--- src/hdl/pllcg_defs.vh ---
// Purpose: Constants for the clock generator control block
// Assumes: 32-bit AXI4-Lite register bus, byte addressing
// Notes:   Register index times four gives the byte address
`ifndef PLLCG_DEFS_VH
`define PLLCG_DEFS_VH

// Register indices and byte addresses
`define PLLCG_IDX_CTRL     8'h1c
`define PLLCG_IDX_BW       8'h1d
`define PLLCG_IDX_MUL      8'h1e
`define PLLCG_ADDR_CTRL    8'h70
`define PLLCG_ADDR_BW      8'h74
`define PLLCG_ADDR_MUL     8'h78

// Control register fields
`define PLLCG_CTRL_IRQEN   7
`define PLLCG_CTRL_LKFLG   6
`define PLLCG_CTRL_PON     5
`define PLLCG_CTRL_BSEL    4
`define PLLCG_CTRL_ONES    4'hf

// Bandwidth register fields
`define PLLCG_BW_AUTO      7
`define PLLCG_BW_LOCK      6
`define PLLCG_BW_TRK       5

// Multiplier register fields
`define PLLCG_MUL_N_HI     7
`define PLLCG_MUL_N_LO     4
`define PLLCG_MUL_L_HI     3
`define PLLCG_MUL_L_LO     0

// Reset values
`define PLLCG_RST_PON      1'b1
`define PLLCG_RST_MUL      8'h66

// Nominal center-of-range frequency in Hz
`define PLLCG_FNOM_HZ      23'd4915200

// Lock detector window in reference periods, tolerances in feedback edges
`define PLLCG_WIN_REFS     8'd64
`define PLLCG_TOL_TRK      8'd2
`define PLLCG_TOL_UNT      8'd4
`define PLLCG_TOL_LOCK     8'd1
`define PLLCG_TOL_UNL      8'd3

// AXI responses
`define PLLCG_RESP_OKAY    2'b00
`define PLLCG_RESP_SLVERR  2'b10

`endif

--- src/hdl/pllcg_top.v ---
// Purpose: Digital control of a crystal-referenced phase-locked clock generator
// Assumes: Crystal and VCO clocks arrive as levels sampled on clock_in
// Notes:   Analog VCO and loop filter sit outside; this drives their controls
//
// Overview of operation
// - Oscillator runs only while system enable high
// - Reference is buffered crystal clock, undivided
// - Feedback clock is VCO clock divided by N
// - Phase detector emits up/down correction pulses
// - Lock detector compares feedback and reference frequencies
// - VCO center frequency is L times nominal
// - Acquisition mode shows tracking bit clear
// - Tracking mode when not acquiring or bit set
// - Automatic mode lets detector switch filter mode
// - Automatic mode makes tracking bit read-only
// - Tracking set within tight, cleared outside wide
// - Lock flag read-only with lock/unlock hysteresis
// - Lock toggles raise interrupt when enabled, automatic
// - Manual mode tracking bit is writable control
// - Manual mode disables lock flag and interrupts
// - Upper multiplier nibble holds divide factor N
// - Lower multiplier nibble holds range factor L
// - Base clock is half the selected source clock
// - Divide factor zero acts as one
// - Range factor zero disables loop, forces crystal
// - Base clock select chooses VCO or crystal
// - Multiplier register read-only while powered on
`timescale 1ns/1ps
`include "pllcg_defs.vh"
`default_nettype none

module pllcg_top (
  input  wire        clock_in,
  input  wire        rst_n_in,
  // AXI4-Lite slave
  input  wire [7:0]  s_axi_awaddr_in,
  input  wire        s_axi_awvalid_in,
  output reg         s_axi_awready_out,
  input  wire [31:0] s_axi_wdata_in,
  input  wire [3:0]  s_axi_wstrb_in,
  input  wire        s_axi_wvalid_in,
  output reg         s_axi_wready_out,
  output reg  [1:0]  s_axi_bresp_out,
  output reg         s_axi_bvalid_out,
  input  wire        s_axi_bready_in,
  input  wire [7:0]  s_axi_araddr_in,
  input  wire        s_axi_arvalid_in,
  output reg         s_axi_arready_out,
  output reg  [31:0] s_axi_rdata_out,
  output reg  [1:0]  s_axi_rresp_out,
  output reg         s_axi_rvalid_out,
  input  wire        s_axi_rready_in,
  // Clock generator signals
  input  wire        osc_enable_from_sysmod_in,
  input  wire        crystal_clock_in,
  input  wire        vco_clock_in,
  output reg         osc_run_out,
  output reg         pll_reference_clock_out,
  output reg         final_reference_clock_out,
  output reg         vco_feedback_clock_out,
  output reg         pump_up_out,
  output reg         pump_down_out,
  output reg         filter_tracking_out,
  output reg         pll_enable_out,
  output reg  [26:0] vco_center_hz_out,
  output reg         base_clock_out,
  output reg         lock_irq_out
);

  ////////////////////////////////////////////////////////////////////////////
  // Declarations
  reg        lock_irq_enable;       // Lock interrupt enable
  reg        lock_irq_flag;         // Sticky lock-change flag
  reg        pll_power_on;          // Loop power control
  reg        base_clock_select;     // 1 selects VCO clock
  reg        auto_mode;             // Automatic bandwidth control
  reg        filter_tracking_bit;   // Manual tracking control
  reg [7:0]  multiplier_register;   // N in upper, L in lower nibble
  reg        trk_auto;              // Detector tracking decision
  reg        lock_state;            // Detector lock decision
  reg        lock_seen;             // Lock state as software sees it
  reg        trk_seen;              // Tracking state as software sees it
  reg        xclk_q;                // Previous crystal sample
  reg        vclk_q;                // Previous VCO sample
  reg [3:0]  div_cnt;               // Modulo-N counter
  reg        fb_tick;               // One-cycle feedback edge
  reg        ref_tick;              // One-cycle reference edge
  reg [7:0]  win_cnt;               // Reference periods in window
  reg [7:0]  fb_cnt;                // Feedback edges in window
  reg        aw_held;               // Write address latched
  reg        w_held;                // Write data latched
  reg [7:0]  aw_addr;               // Latched write address
  reg [7:0]  w_data;                // Latched write byte
  reg        w_lane;                // Latched lane 0 strobe
  reg [7:0]  rd_value;              // Read mux result
  reg        rd_hit;                // Read address decoded

  wire [3:0] mul_n = multiplier_register[`PLLCG_MUL_N_HI:`PLLCG_MUL_N_LO];
  wire [3:0] mul_l = multiplier_register[`PLLCG_MUL_L_HI:`PLLCG_MUL_L_LO];
  wire [3:0] n_eff = (mul_n == 4'h0) ? 4'h1 : mul_n;
  wire       l_zero = (mul_l == 4'h0);
  wire       loop_on = pll_power_on & ~l_zero & osc_run_out;
  wire       xrise = crystal_clock_in & ~xclk_q;
  wire       vrise = vco_clock_in & ~vclk_q & loop_on;
  wire       win_end = ref_tick & (win_cnt == `PLLCG_WIN_REFS - 8'h01);
  wire [7:0] fb_total = fb_cnt + {7'h00, fb_tick};
  wire [7:0] fdiff = (fb_total > `PLLCG_WIN_REFS) ? fb_total - `PLLCG_WIN_REFS
                                                  : `PLLCG_WIN_REFS - fb_total;
  wire       tracking = auto_mode ? trk_auto : filter_tracking_bit;
  wire       write_go = aw_held & w_held & ~s_axi_bvalid_out;
  wire       wr_ok = (aw_addr == `PLLCG_ADDR_CTRL) | (aw_addr == `PLLCG_ADDR_BW) |
                     (aw_addr == `PLLCG_ADDR_MUL);
  wire       wr_en = write_go & w_lane;
  wire       rd_go = s_axi_arvalid_in & s_axi_arready_out;
  wire       lock_change = lock_state ^ lock_seen;

  ////////////////////////////////////////////////////////////////////////////
  // Oscillator gating and reference clocks
  always @(posedge clock_in or negedge rst_n_in)
  begin
    if (!rst_n_in)
    begin
      osc_run_out               <= 1'b0;
      xclk_q                    <= 1'b0;
      vclk_q                    <= 1'b0;
      ref_tick                  <= 1'b0;
      pll_reference_clock_out   <= 1'b0;
      final_reference_clock_out <= 1'b0;
    end
    else
    begin
      osc_run_out               <= osc_enable_from_sysmod_in;
      xclk_q                    <= crystal_clock_in;
      vclk_q                    <= vco_clock_in;
      // Reference edge only counts while the oscillator runs
      ref_tick                  <= xrise & osc_run_out;
      pll_reference_clock_out   <= crystal_clock_in & osc_run_out;
      final_reference_clock_out <= crystal_clock_in & osc_run_out;
    end
  end

  ////////////////////////////////////////////////////////////////////////////
  // Modulo-N feedback divider
  always @(posedge clock_in or negedge rst_n_in)
  begin
    if (!rst_n_in)
    begin
      div_cnt                <= 4'h0;
      fb_tick                <= 1'b0;
      vco_feedback_clock_out <= 1'b0;
    end
    else
    begin
      fb_tick                <= 1'b0;
      if (!loop_on)
      begin
        div_cnt <= 4'h0;                       // Held at zero while loop is off
      end
      else if (vrise)
      begin
        if (div_cnt >= n_eff - 4'h1)
        begin
          div_cnt <= 4'h0;
          fb_tick <= 1'b1;
        end
        else
        begin
          div_cnt <= div_cnt + 4'h1;
        end
      end
      // Feedback clock is one cycle high per N VCO edges
      vco_feedback_clock_out <= fb_tick;
    end
  end

  ////////////////////////////////////////////////////////////////////////////
  // Phase detector: up leads on reference, down on feedback
  always @(posedge clock_in or negedge rst_n_in)
  begin
    if (!rst_n_in)
    begin
      pump_up_out   <= 1'b0;
      pump_down_out <= 1'b0;
    end
    else if (!loop_on || (pump_up_out && pump_down_out))
    begin
      pump_up_out   <= 1'b0;                    // Both seen ends the pulse
      pump_down_out <= 1'b0;
    end
    else
    begin
      if (ref_tick)
      begin
        pump_up_out <= 1'b1;
      end
      if (fb_tick)
      begin
        pump_down_out <= 1'b1;
      end
    end
  end

  ////////////////////////////////////////////////////////////////////////////
  // Lock detector: feedback edges per window of reference periods
  always @(posedge clock_in or negedge rst_n_in)
  begin
    if (!rst_n_in)
    begin
      win_cnt    <= 8'h00;
      fb_cnt     <= 8'h00;
      trk_auto   <= 1'b0;
      lock_state <= 1'b0;
    end
    else if (!loop_on)
    begin
      win_cnt    <= 8'h00;
      fb_cnt     <= 8'h00;
      trk_auto   <= 1'b0;
      lock_state <= 1'b0;
    end
    else if (win_end)
    begin
      win_cnt <= 8'h00;
      fb_cnt  <= 8'h00;
      // Tracking hysteresis
      if (fdiff <= `PLLCG_TOL_TRK)
      begin
        trk_auto <= 1'b1;
      end
      else if (fdiff > `PLLCG_TOL_UNT)
      begin
        trk_auto <= 1'b0;
      end
      // Lock hysteresis, manual mode keeps lock off
      if (!auto_mode)
      begin
        lock_state <= 1'b0;
      end
      else if (fdiff <= `PLLCG_TOL_LOCK)
      begin
        lock_state <= 1'b1;
      end
      else if (fdiff > `PLLCG_TOL_UNL)
      begin
        lock_state <= 1'b0;
      end
    end
    else
    begin
      if (ref_tick)
      begin
        win_cnt <= win_cnt + 8'h01;
      end
      if (fb_tick && fb_cnt != 8'hff)
      begin
        fb_cnt <= fb_cnt + 8'h01;
      end
      if (!auto_mode)
      begin
        lock_state <= 1'b0;
      end
    end
  end

  ////////////////////////////////////////////////////////////////////////////
  // Status stage toward software and loop controls
  always @(posedge clock_in or negedge rst_n_in)
  begin
    if (!rst_n_in)
    begin
      lock_seen           <= 1'b0;
      trk_seen            <= 1'b0;
      filter_tracking_out <= 1'b0;
      pll_enable_out      <= 1'b0;
      vco_center_hz_out   <= 27'h0000000;
      lock_irq_out        <= 1'b0;
    end
    else
    begin
      lock_seen           <= lock_state;
      trk_seen            <= tracking;
      filter_tracking_out <= tracking & loop_on;
      pll_enable_out      <= loop_on;
      vco_center_hz_out   <= {23'h000000, mul_l} * {4'h0, `PLLCG_FNOM_HZ};
      lock_irq_out        <= lock_irq_flag & lock_irq_enable & auto_mode;
    end
  end

  ////////////////////////////////////////////////////////////////////////////
  // Base clock: selected source divided by two
  always @(posedge clock_in or negedge rst_n_in)
  begin
    if (!rst_n_in)
    begin
      base_clock_out <= 1'b0;
    end
    else if (base_clock_select ? vrise : (xrise & osc_run_out))
    begin
      base_clock_out <= ~base_clock_out;
    end
  end

  ////////////////////////////////////////////////////////////////////////////
  // AXI4-Lite write channels
  always @(posedge clock_in or negedge rst_n_in)
  begin
    if (!rst_n_in)
    begin
      aw_held           <= 1'b0;
      w_held            <= 1'b0;
      aw_addr           <= 8'h00;
      w_data            <= 8'h00;
      w_lane            <= 1'b0;
      s_axi_awready_out <= 1'b1;
      s_axi_wready_out  <= 1'b1;
      s_axi_bvalid_out  <= 1'b0;
      s_axi_bresp_out   <= `PLLCG_RESP_OKAY;
    end
    else
    begin
      // Address and data are taken independently
      if (s_axi_awvalid_in && s_axi_awready_out)
      begin
        aw_held           <= 1'b1;
        aw_addr           <= s_axi_awaddr_in;
        s_axi_awready_out <= 1'b0;
      end
      if (s_axi_wvalid_in && s_axi_wready_out)
      begin
        w_held           <= 1'b1;
        w_data           <= s_axi_wdata_in[7:0];
        w_lane           <= s_axi_wstrb_in[0];
        s_axi_wready_out <= 1'b0;
      end
      // Both held: commit and answer
      if (write_go)
      begin
        aw_held           <= 1'b0;
        w_held            <= 1'b0;
        s_axi_awready_out <= 1'b1;
        s_axi_wready_out  <= 1'b1;
        s_axi_bvalid_out  <= 1'b1;
        s_axi_bresp_out   <= wr_ok ? `PLLCG_RESP_OKAY : `PLLCG_RESP_SLVERR;
      end
      else if (s_axi_bvalid_out && s_axi_bready_in)
      begin
        s_axi_bvalid_out <= 1'b0;
      end
    end
  end

  ////////////////////////////////////////////////////////////////////////////
  // Register file
  always @(posedge clock_in or negedge rst_n_in)
  begin
    if (!rst_n_in)
    begin
      lock_irq_enable     <= 1'b0;
      lock_irq_flag       <= 1'b0;
      pll_power_on        <= `PLLCG_RST_PON;
      base_clock_select   <= 1'b0;
      auto_mode           <= 1'b0;
      filter_tracking_bit <= 1'b0;
      multiplier_register <= `PLLCG_RST_MUL;
    end
    else
    begin
      // Flag: a lock change beats a read-clear in the same cycle
      if (lock_change && auto_mode)
      begin
        lock_irq_flag <= 1'b1;
      end
      else if (!auto_mode || (rd_go && s_axi_araddr_in == `PLLCG_ADDR_CTRL))
      begin
        lock_irq_flag <= 1'b0;
      end
      if (wr_en && aw_addr == `PLLCG_ADDR_CTRL)
      begin
        lock_irq_enable <= w_data[`PLLCG_CTRL_IRQEN] & auto_mode;
        // Power and select may not change together
        if (w_data[`PLLCG_CTRL_PON] != pll_power_on)
        begin
          if (!(w_data[`PLLCG_CTRL_PON] == 1'b0 && base_clock_select) &&
              w_data[`PLLCG_CTRL_BSEL] == base_clock_select)
          begin
            pll_power_on <= w_data[`PLLCG_CTRL_PON];
          end
        end
        else
        begin
          base_clock_select <= w_data[`PLLCG_CTRL_BSEL] & pll_power_on & ~l_zero;
        end
      end
      else
      begin
        if (!auto_mode)
        begin
          lock_irq_enable <= 1'b0;
        end
        if (l_zero || !pll_power_on)
        begin
          base_clock_select <= 1'b0;
        end
      end
      if (wr_en && aw_addr == `PLLCG_ADDR_BW)
      begin
        auto_mode <= w_data[`PLLCG_BW_AUTO];
        if (!w_data[`PLLCG_BW_AUTO] && !auto_mode)
        begin
          filter_tracking_bit <= w_data[`PLLCG_BW_TRK];
        end
      end
      // Frozen while the loop is powered
      if (wr_en && aw_addr == `PLLCG_ADDR_MUL && !pll_power_on)
      begin
        multiplier_register <= w_data;
      end
    end
  end

  ////////////////////////////////////////////////////////////////////////////
  // Read decode
  always @*
  begin
    rd_value = 8'h00;
    rd_hit   = 1'b1;
    case (s_axi_araddr_in)
      `PLLCG_ADDR_CTRL:
        rd_value = {lock_irq_enable, lock_irq_flag & auto_mode, pll_power_on,
                    base_clock_select, `PLLCG_CTRL_ONES};
      `PLLCG_ADDR_BW:
        rd_value = {auto_mode, lock_seen & auto_mode, trk_seen, 5'h00};
      `PLLCG_ADDR_MUL:
        rd_value = multiplier_register;
      default:
        rd_hit = 1'b0;                          // Unmapped reads zero
    endcase
  end

  ////////////////////////////////////////////////////////////////////////////
  // AXI4-Lite read channels
  always @(posedge clock_in or negedge rst_n_in)
  begin
    if (!rst_n_in)
    begin
      s_axi_arready_out <= 1'b1;
      s_axi_rvalid_out  <= 1'b0;
      s_axi_rdata_out   <= 32'h00000000;
      s_axi_rresp_out   <= `PLLCG_RESP_OKAY;
    end
    else if (rd_go)
    begin
      s_axi_arready_out <= 1'b0;
      s_axi_rvalid_out  <= 1'b1;
      s_axi_rdata_out   <= {24'h000000, rd_value};
      s_axi_rresp_out   <= rd_hit ? `PLLCG_RESP_OKAY : `PLLCG_RESP_SLVERR;
    end
    else if (s_axi_rvalid_out && s_axi_rready_in)
    begin
      s_axi_rvalid_out  <= 1'b0;
      s_axi_arready_out <= 1'b1;
    end
  end

endmodule

`default_nettype wire

--- config.mk ---
export PLATFORM = sky130hd
export DESIGN_NAME = pllcg_top
export DESIGN_NICKNAME = d
export VERILOG_FILES = /design/src/hdl/pllcg_top.v
export VERILOG_INCLUDE_DIRS = /design/src /design/src/hdl
export SDC_FILE = /design/constraint.sdc
export NUM_CORES = 1
export LEC_CHECK = 0
export BUFFER_PORTS_ARGS = -buffer_cell sky130_fd_sc_hd__buf_2
export CORE_AREA = 2 2 113 115
export CTS_CLUSTER_DIAMETER = 200
export DETAILED_ROUTE_END_ITERATION = 10
export DIE_AREA = 0 0 115 117
export HOLD_SLACK_MARGIN = 0.12
export PLACE_DENSITY = 0.77
export RECOVER_POWER = 25
export SYNTH_ARGS = -nofsm -noshare
export SYNTH_HDL_FRONTEND = slang
export SYNTH_SLANG_ARGS = --single-unit
--- constraint.sdc ---
create_clock -name clock_in -period 4.3 [get_ports clock_in]
set_input_delay 0.43 -clock clock_in [delete_from_list [all_inputs] [get_ports clock_in]]
set_output_delay 0.43 -clock clock_in [all_outputs]
set_load 0.02 [all_outputs]
-- After elaboration in Yosys (flattened, before gate mapping)
Index checks and enable logic that the tools add are counted.
Widths: inputs -> output; s select.
- reductions and logical operators: 39
- shift operators: 0
- div/mod/pow operators: 0
- order comparisons: 6
- eq/ne operators: 19
- multiplexer cells: 54
- $mul: 1
- bitwise operators: 29
- add/sub/neg operators: 7
- operator list (kind ; count):
    $mux 8 ; 7
    $eq 8x7->1 const B ; 6
    $mux 1 ; 40
    $pmux 8 s3 ; 1
    $and 1x1->1 ; 20
    $add 8x1->8 const B ; 2
    $mux 4 ; 4
    $reduce_bool 2->1 ; 8
    $logic_and 1x1->1 ; 15
    $mul 4x7->11 const B ; 1
    $add 8x1->8 ; 1
    $eq 8x6->1 const B ; 1
    $gt 8x2->1 const B ; 1
    $gt 8x3->1 const B ; 1
    $gt 8x7->1 const B ; 1
    $le 8x1->1 const B ; 1
    $le 8x2->1 const B ; 1
    $logic_not 4->1 ; 2
    $ne 8x8->1 const B ; 1
    $reduce_and 2->1 ; 4
    $sub 7x8->8 const A ; 1
    $sub 8x7->8 const B ; 1
    $ne 2x1->1 const B ; 3
    $ne 3x1->1 const B ; 2
    other kinds (16) ; 30
- memories: 0
- register bits: 98
- output and inout port bits: 78
- latch bits: 0
- input port bits: 62
- memory bits (read-only): 0
- memory bits (writable): 0
- word-level logic and storage cells: 196

-- Longest topological paths before layout
- depth in word-level cells: 9
- mapped depth: 12
- depth with buffers taken out: 12

-- Worst setup path after synthesis
OpenSTA, ideal clock, no wires.
- kind: register -> register
- start point: reg multiplier_register[2]
- end point: reg vco_center_hz_out[25]
- arrival time: 2.437 ns
- library setup time: 0.080 ns
- setup slack: 1.783 ns
- buffers on the path: 0
- stages on the path, launching flop included: 13
- required time: 4.220 ns
- clock period less this slack: 2.517 ns
- cells stage by stage: dfstp_2 inv_1 ha_1 inv_1 fa_1 inv_1 ha_1 a31oi_1 nor2b_1 o21ai_0 a21boi_0 o21ai_0 xnor2_1
- cells in the longest elaborated chain, start to end: 1
- RTL lines (what ; RTL line ; text):
    start: declaration ; pllcg_top.v:78 ; reg [7:0] multiplier_register;
    start signal: assignment ; pllcg_top.v:364 ; multiplier_register <= `PLLCG_RST_MUL;
    start signal: assignment ; pllcg_top.v:416 ; multiplier_register <= w_data;
    $mul 4x7->11 ; pllcg_top.v:284 ; vco_center_hz_out <= {23'h000000, mul_l} * {4'h0, `PLLCG_FNOM_HZ};
    end signal: assignment ; pllcg_top.v:284 ;
    end: declaration ; pllcg_top.v:65 ; output reg [26:0] vco_center_hz_out,
Every way passes these cells.
A chain may end at the register's enable or synchronous reset.

-- Final worst setup path
- start point: reg fb_tick
- end point: reg trk_auto
- cells in the longest elaborated chain, start to end: 7
- elaborated cells between the ends (all ways): 12
- classes of those cells: 3 x add/sub; 3 x order compare; 1 x eq/ne; 4 x mux; 1 x reduce/logical
- RTL lines (what ; RTL line ; text):
    start: declaration ; pllcg_top.v:86 ; reg fb_tick;
    start signal: assignment ; pllcg_top.v:149 ; fb_tick <= 1'b0;
    start signal: assignment ; pllcg_top.v:154 ; fb_tick <= 1'b0;
    start signal: assignment ; pllcg_top.v:164 ; fb_tick <= 1'b1;
    $add 8x1->8 * ; pllcg_top.v:106 ; wire [7:0] fb_total = fb_cnt + {7'h00, fb_tick};
    $sub 7x8->8 (no line), or another cell as far along ; n/a ;
    $mux 8 * ; pllcg_top.v:107 ; wire [7:0] fdiff = (fb_total > `PLLCG_WIN_REFS) ? fb_total - `PLLCG_WIN_REFS
    $le 8x2->1 (no line) ; n/a ;
    $mux 1 ; pllcg_top.v:226 ; if (fdiff <= `PLLCG_TOL_TRK)
    $mux 1 ; pllcg_top.v:221 ; else if (win_end)
    $mux 1 ; pllcg_top.v:214 ; else if (!loop_on)
    end signal: assignment ; pllcg_top.v:218 ; trk_auto <= 1'b0;
    end signal: assignment ; pllcg_top.v:228 ; trk_auto <= 1'b1;
    end signal: assignment ; pllcg_top.v:232 ; trk_auto <= 1'b0;
    end: declaration ; pllcg_top.v:79 ; reg trk_auto;
Every way passes the cells marked *; elsewhere a longest branch is shown, timed or not. The select of a mux whose other input is x is not followed.

==> results.md <==
- Most common cell after layout, fill and taps aside: dfrtp_1
- Internal: 1630 uW
- GRT Resource Usage Total: 14.8%
- Port buffer count: 70
- Area share of the largest cell type after synthesis: 42.9%
- Seq/Total Area, Yosys: 47.0%
- Yosys top cell by area: dfrtp_1
- Mux contribution to synthesized area: 7.90%
- Vias in the first global route: 3597
- Layout net count: 651
- Syn_area_per_cell: 10.5 sq um
- First-pass GRT wire length: 15.9 mm
- Synth Area in XOR/XNOR: 4.10%
- # DRC: 0
- First-pass DRT Iterations: 5
- Post-synth cell types: 60
- H-tree depth: 3
- Initial drt markers: 249
- Total grt overflow: 0
- Sw power: 694 uW
- Top_reg_cell synth: dfrtp_1
- Cts hold-fix bufs: 0
- Worst-Skew Late Latency: 0.34 ns
- Die H: 117 um
- IO Count: 140
- EDFF count, synth: 0
- Rel. slew slack: 48.9%
- Post-DP HPWL: 7.35 mm
- Die area: 13500 sq um
- CTS root buf: clkbuf_16
- Most frequent cells in the layout: 88 x dfrtp_1, 67 x buf_2, 42 x conb_1
- Cts bufs inserted: 9
- Outcome: finished clean
- Synth Area in Compound Gates: 10.5%
- Via count: 3702
- Sw Ratio: 29.9%
- Sequential cell fraction of total power: 50.0%
- Data arrival, critical path: 3.08 ns
- Largest net degree at the start of global routing: 62
- # setup viols final: 0
- Initial cell density of the core: 41.7%
- Sink Count: 96
- Setup crit start kind: flop
- Adder-Cell Fraction of Synth Area: 7.22%
- FF+latch count, synth: 96
- Asr flop ratio synth: 100%
- Layout cells sized above 1: 23.5%
- Post-CTS Resized: 0
- Tightest Pin Transition: 0.767 ns
- Netlist Area Pre-Place: 5130 sq um
- Postcts setup bufs: 0
- Ys Warns: 0
- Final ANT Viol Nets: 0
- Longest Clk Path Bufs: 2
- Via density: 5.18
- Worst setup EP type: flop
- RSZ-0062 raised after global routing: false
- Mapped Cells: 490
- Fmax: 353 MHz
- GPL Wtd Cong: 0.842
- Final hold violation count: 0
- Initial antenna violation count: 0
- Routed WL: 9.79 mm
- Lkg Pwr: 0.00278 uW
- Clk slew on worst S/H paths: 0.07 ns
- Clock power share: 32.6%
- Peak VDD IR: 0.237 mV
- N_diodes: 0
- Post-synthesis simple-gate area fraction: 13.9%
- Tmin final: 2.83 ns
- Combinational Power Share: 17.4%
- Critical path class: reg2reg
- Core region area: 12300 sq um
- Final period utilization: 65.8%
- Pins Over Slew Limit: 0
- Setup_tns: 0 ns
- Area Overhead vs Synth: 11.7%
- Clk_skew: 0.00662 ns
- CTS tree: built
- Area contributors post-synth: dfrtp_1 43%, ha_1 6.8%, buf_4 6.4%, mux2_2 6.1%, dfstp_2 4.1%
- P per Cell Area: 405 nW/um^2
- Required @ worst endpoint: 4.55 ns
- CP max FO: 6
- Largest family of logic cells by synthesized area: simple AND/OR/NAND/NOR gates
- Fin Hold WS: 0.161 ns
- Max-Cap Viols: 0
- Row cnt: 41
- Worst Hold Class: in2async
- Drt wl/cell: 13.7 um
- Die X: 115 um
==> cells in the mapped netlist, types with 8 or more instances <==
| cell | count |
|---|---|
| a21oi_1 | 20 |
| buf_4 | 44 |
| dfrtp_1 | 88 |
| dfstp_2 | 8 |
| ha_1 | 28 |
| inv_1 | 26 |
| mux2_2 | 28 |
| mux2i_1 | 9 |
| nand2_1 | 34 |
| nand3_1 | 9 |
| nor2_1 | 33 |
| nor3_1 | 11 |
| o21ai_0 | 28 |
| xnor2_1 | 14 |
| xor2_1 | 10 |
==> flip-flops by register name, summed over array words and instances, names as in the netlist, 4 cells and up <==
name and flops:
w_data 8, div_cnt 4, s_axi_rdata_out 8, fb_cnt 8
vco_center_hz_out 11, multiplier_register 8, aw_addr 8, win_cnt 8
==> power by group through the flow <==
stage	sequential (uW)	clock [uW]	combinational, uW
3_5_place_dp	1180	0	411
4_1_cts	1160	780	412
5_1_grt	1180	811	455
6_report	1160	758	404
3_3_place_gp	1170	0	392
2_1_floorplan	1200	0	272
==> cells by family after synthesis <==
group                    after synthesis
adder cells (fa/ha/maj)               29
flip-flops                            96
AND/OR/NAND/NOR                      139
XOR/XNOR                              24
buffers and inverters                 79
multiplexers                          37
other                                  1
AO/OA/AOI/OAI                         85
==> through the flow <==
stage | instances | utilization [%] | instance area, sq um | total power, uW | worst slack, ns
after CTS | 715 | 46.6 | 5730 | 2350 | 1.48
after global placement | 699 | 44.3 | 5450 | 1560 | 1.56
after detailed placement | 699 | 44.3 | 5450 | 1590 | 1.49
after global routing | 715 | 46.5 | 5730 | 2450 | 1.28
final | 715 | 46.5 | 5730 | 2320 | 1.47
after floorplan | 531 | - | 5280 | 1470 | 1.78
==> path summary, 6_finish.rpt <==
check | startpoint | endpoint | slack [ns] | cells past startpoint
min in group clock_in | osc_enable_from_sysmod_in | osc_run_out | 0.19 | 1
max reg2reg | fb_tick | trk_auto | 1.47 | 11
min | rst_n_in | pump_up_out | 0.16 | 1
min reg2reg | xclk_q | ref_tick | 0.43 | 1
max in group asynchronous | rst_n_in | s_axi_wready_out | 3.16 | 2
max | fb_tick | trk_auto | 1.47 | 11
==> cell type report <==
cell class | instances | area [sq um]
Timing Repair Buffer | 71 | 358
Multi-Input combinational cell | 356 | 2390
Fill cell | 1142 | 6580
Clock inverter | 7 | 55.1
Inverter | 26 | 97.6
Clock buffer | 9 | 225
Tap cell | 150 | 188
Sequential cell | 96 | 2410
==> critical path, cell delays in order, from the launching register on <==
cell and delay (ns):
dfrtp_1 0.45, ha_1 0.23, ha_1 0.37, inv_1 0.08
ha_1 0.23, inv_1 0.11, o31a_1 0.15, nand4_1 0.11
xnor2_1 0.27, nand4_1 0.13, a221o_1 0.35, o32ai_2 0.25
==> metal layers <==
metal  GRT usage (%)  wire [um]
met1            18.4       4260
met3            2.42        465
met2            24.5       4770
met5               0          0
met4            8.84        289
(Power assumes the default switching activity.)
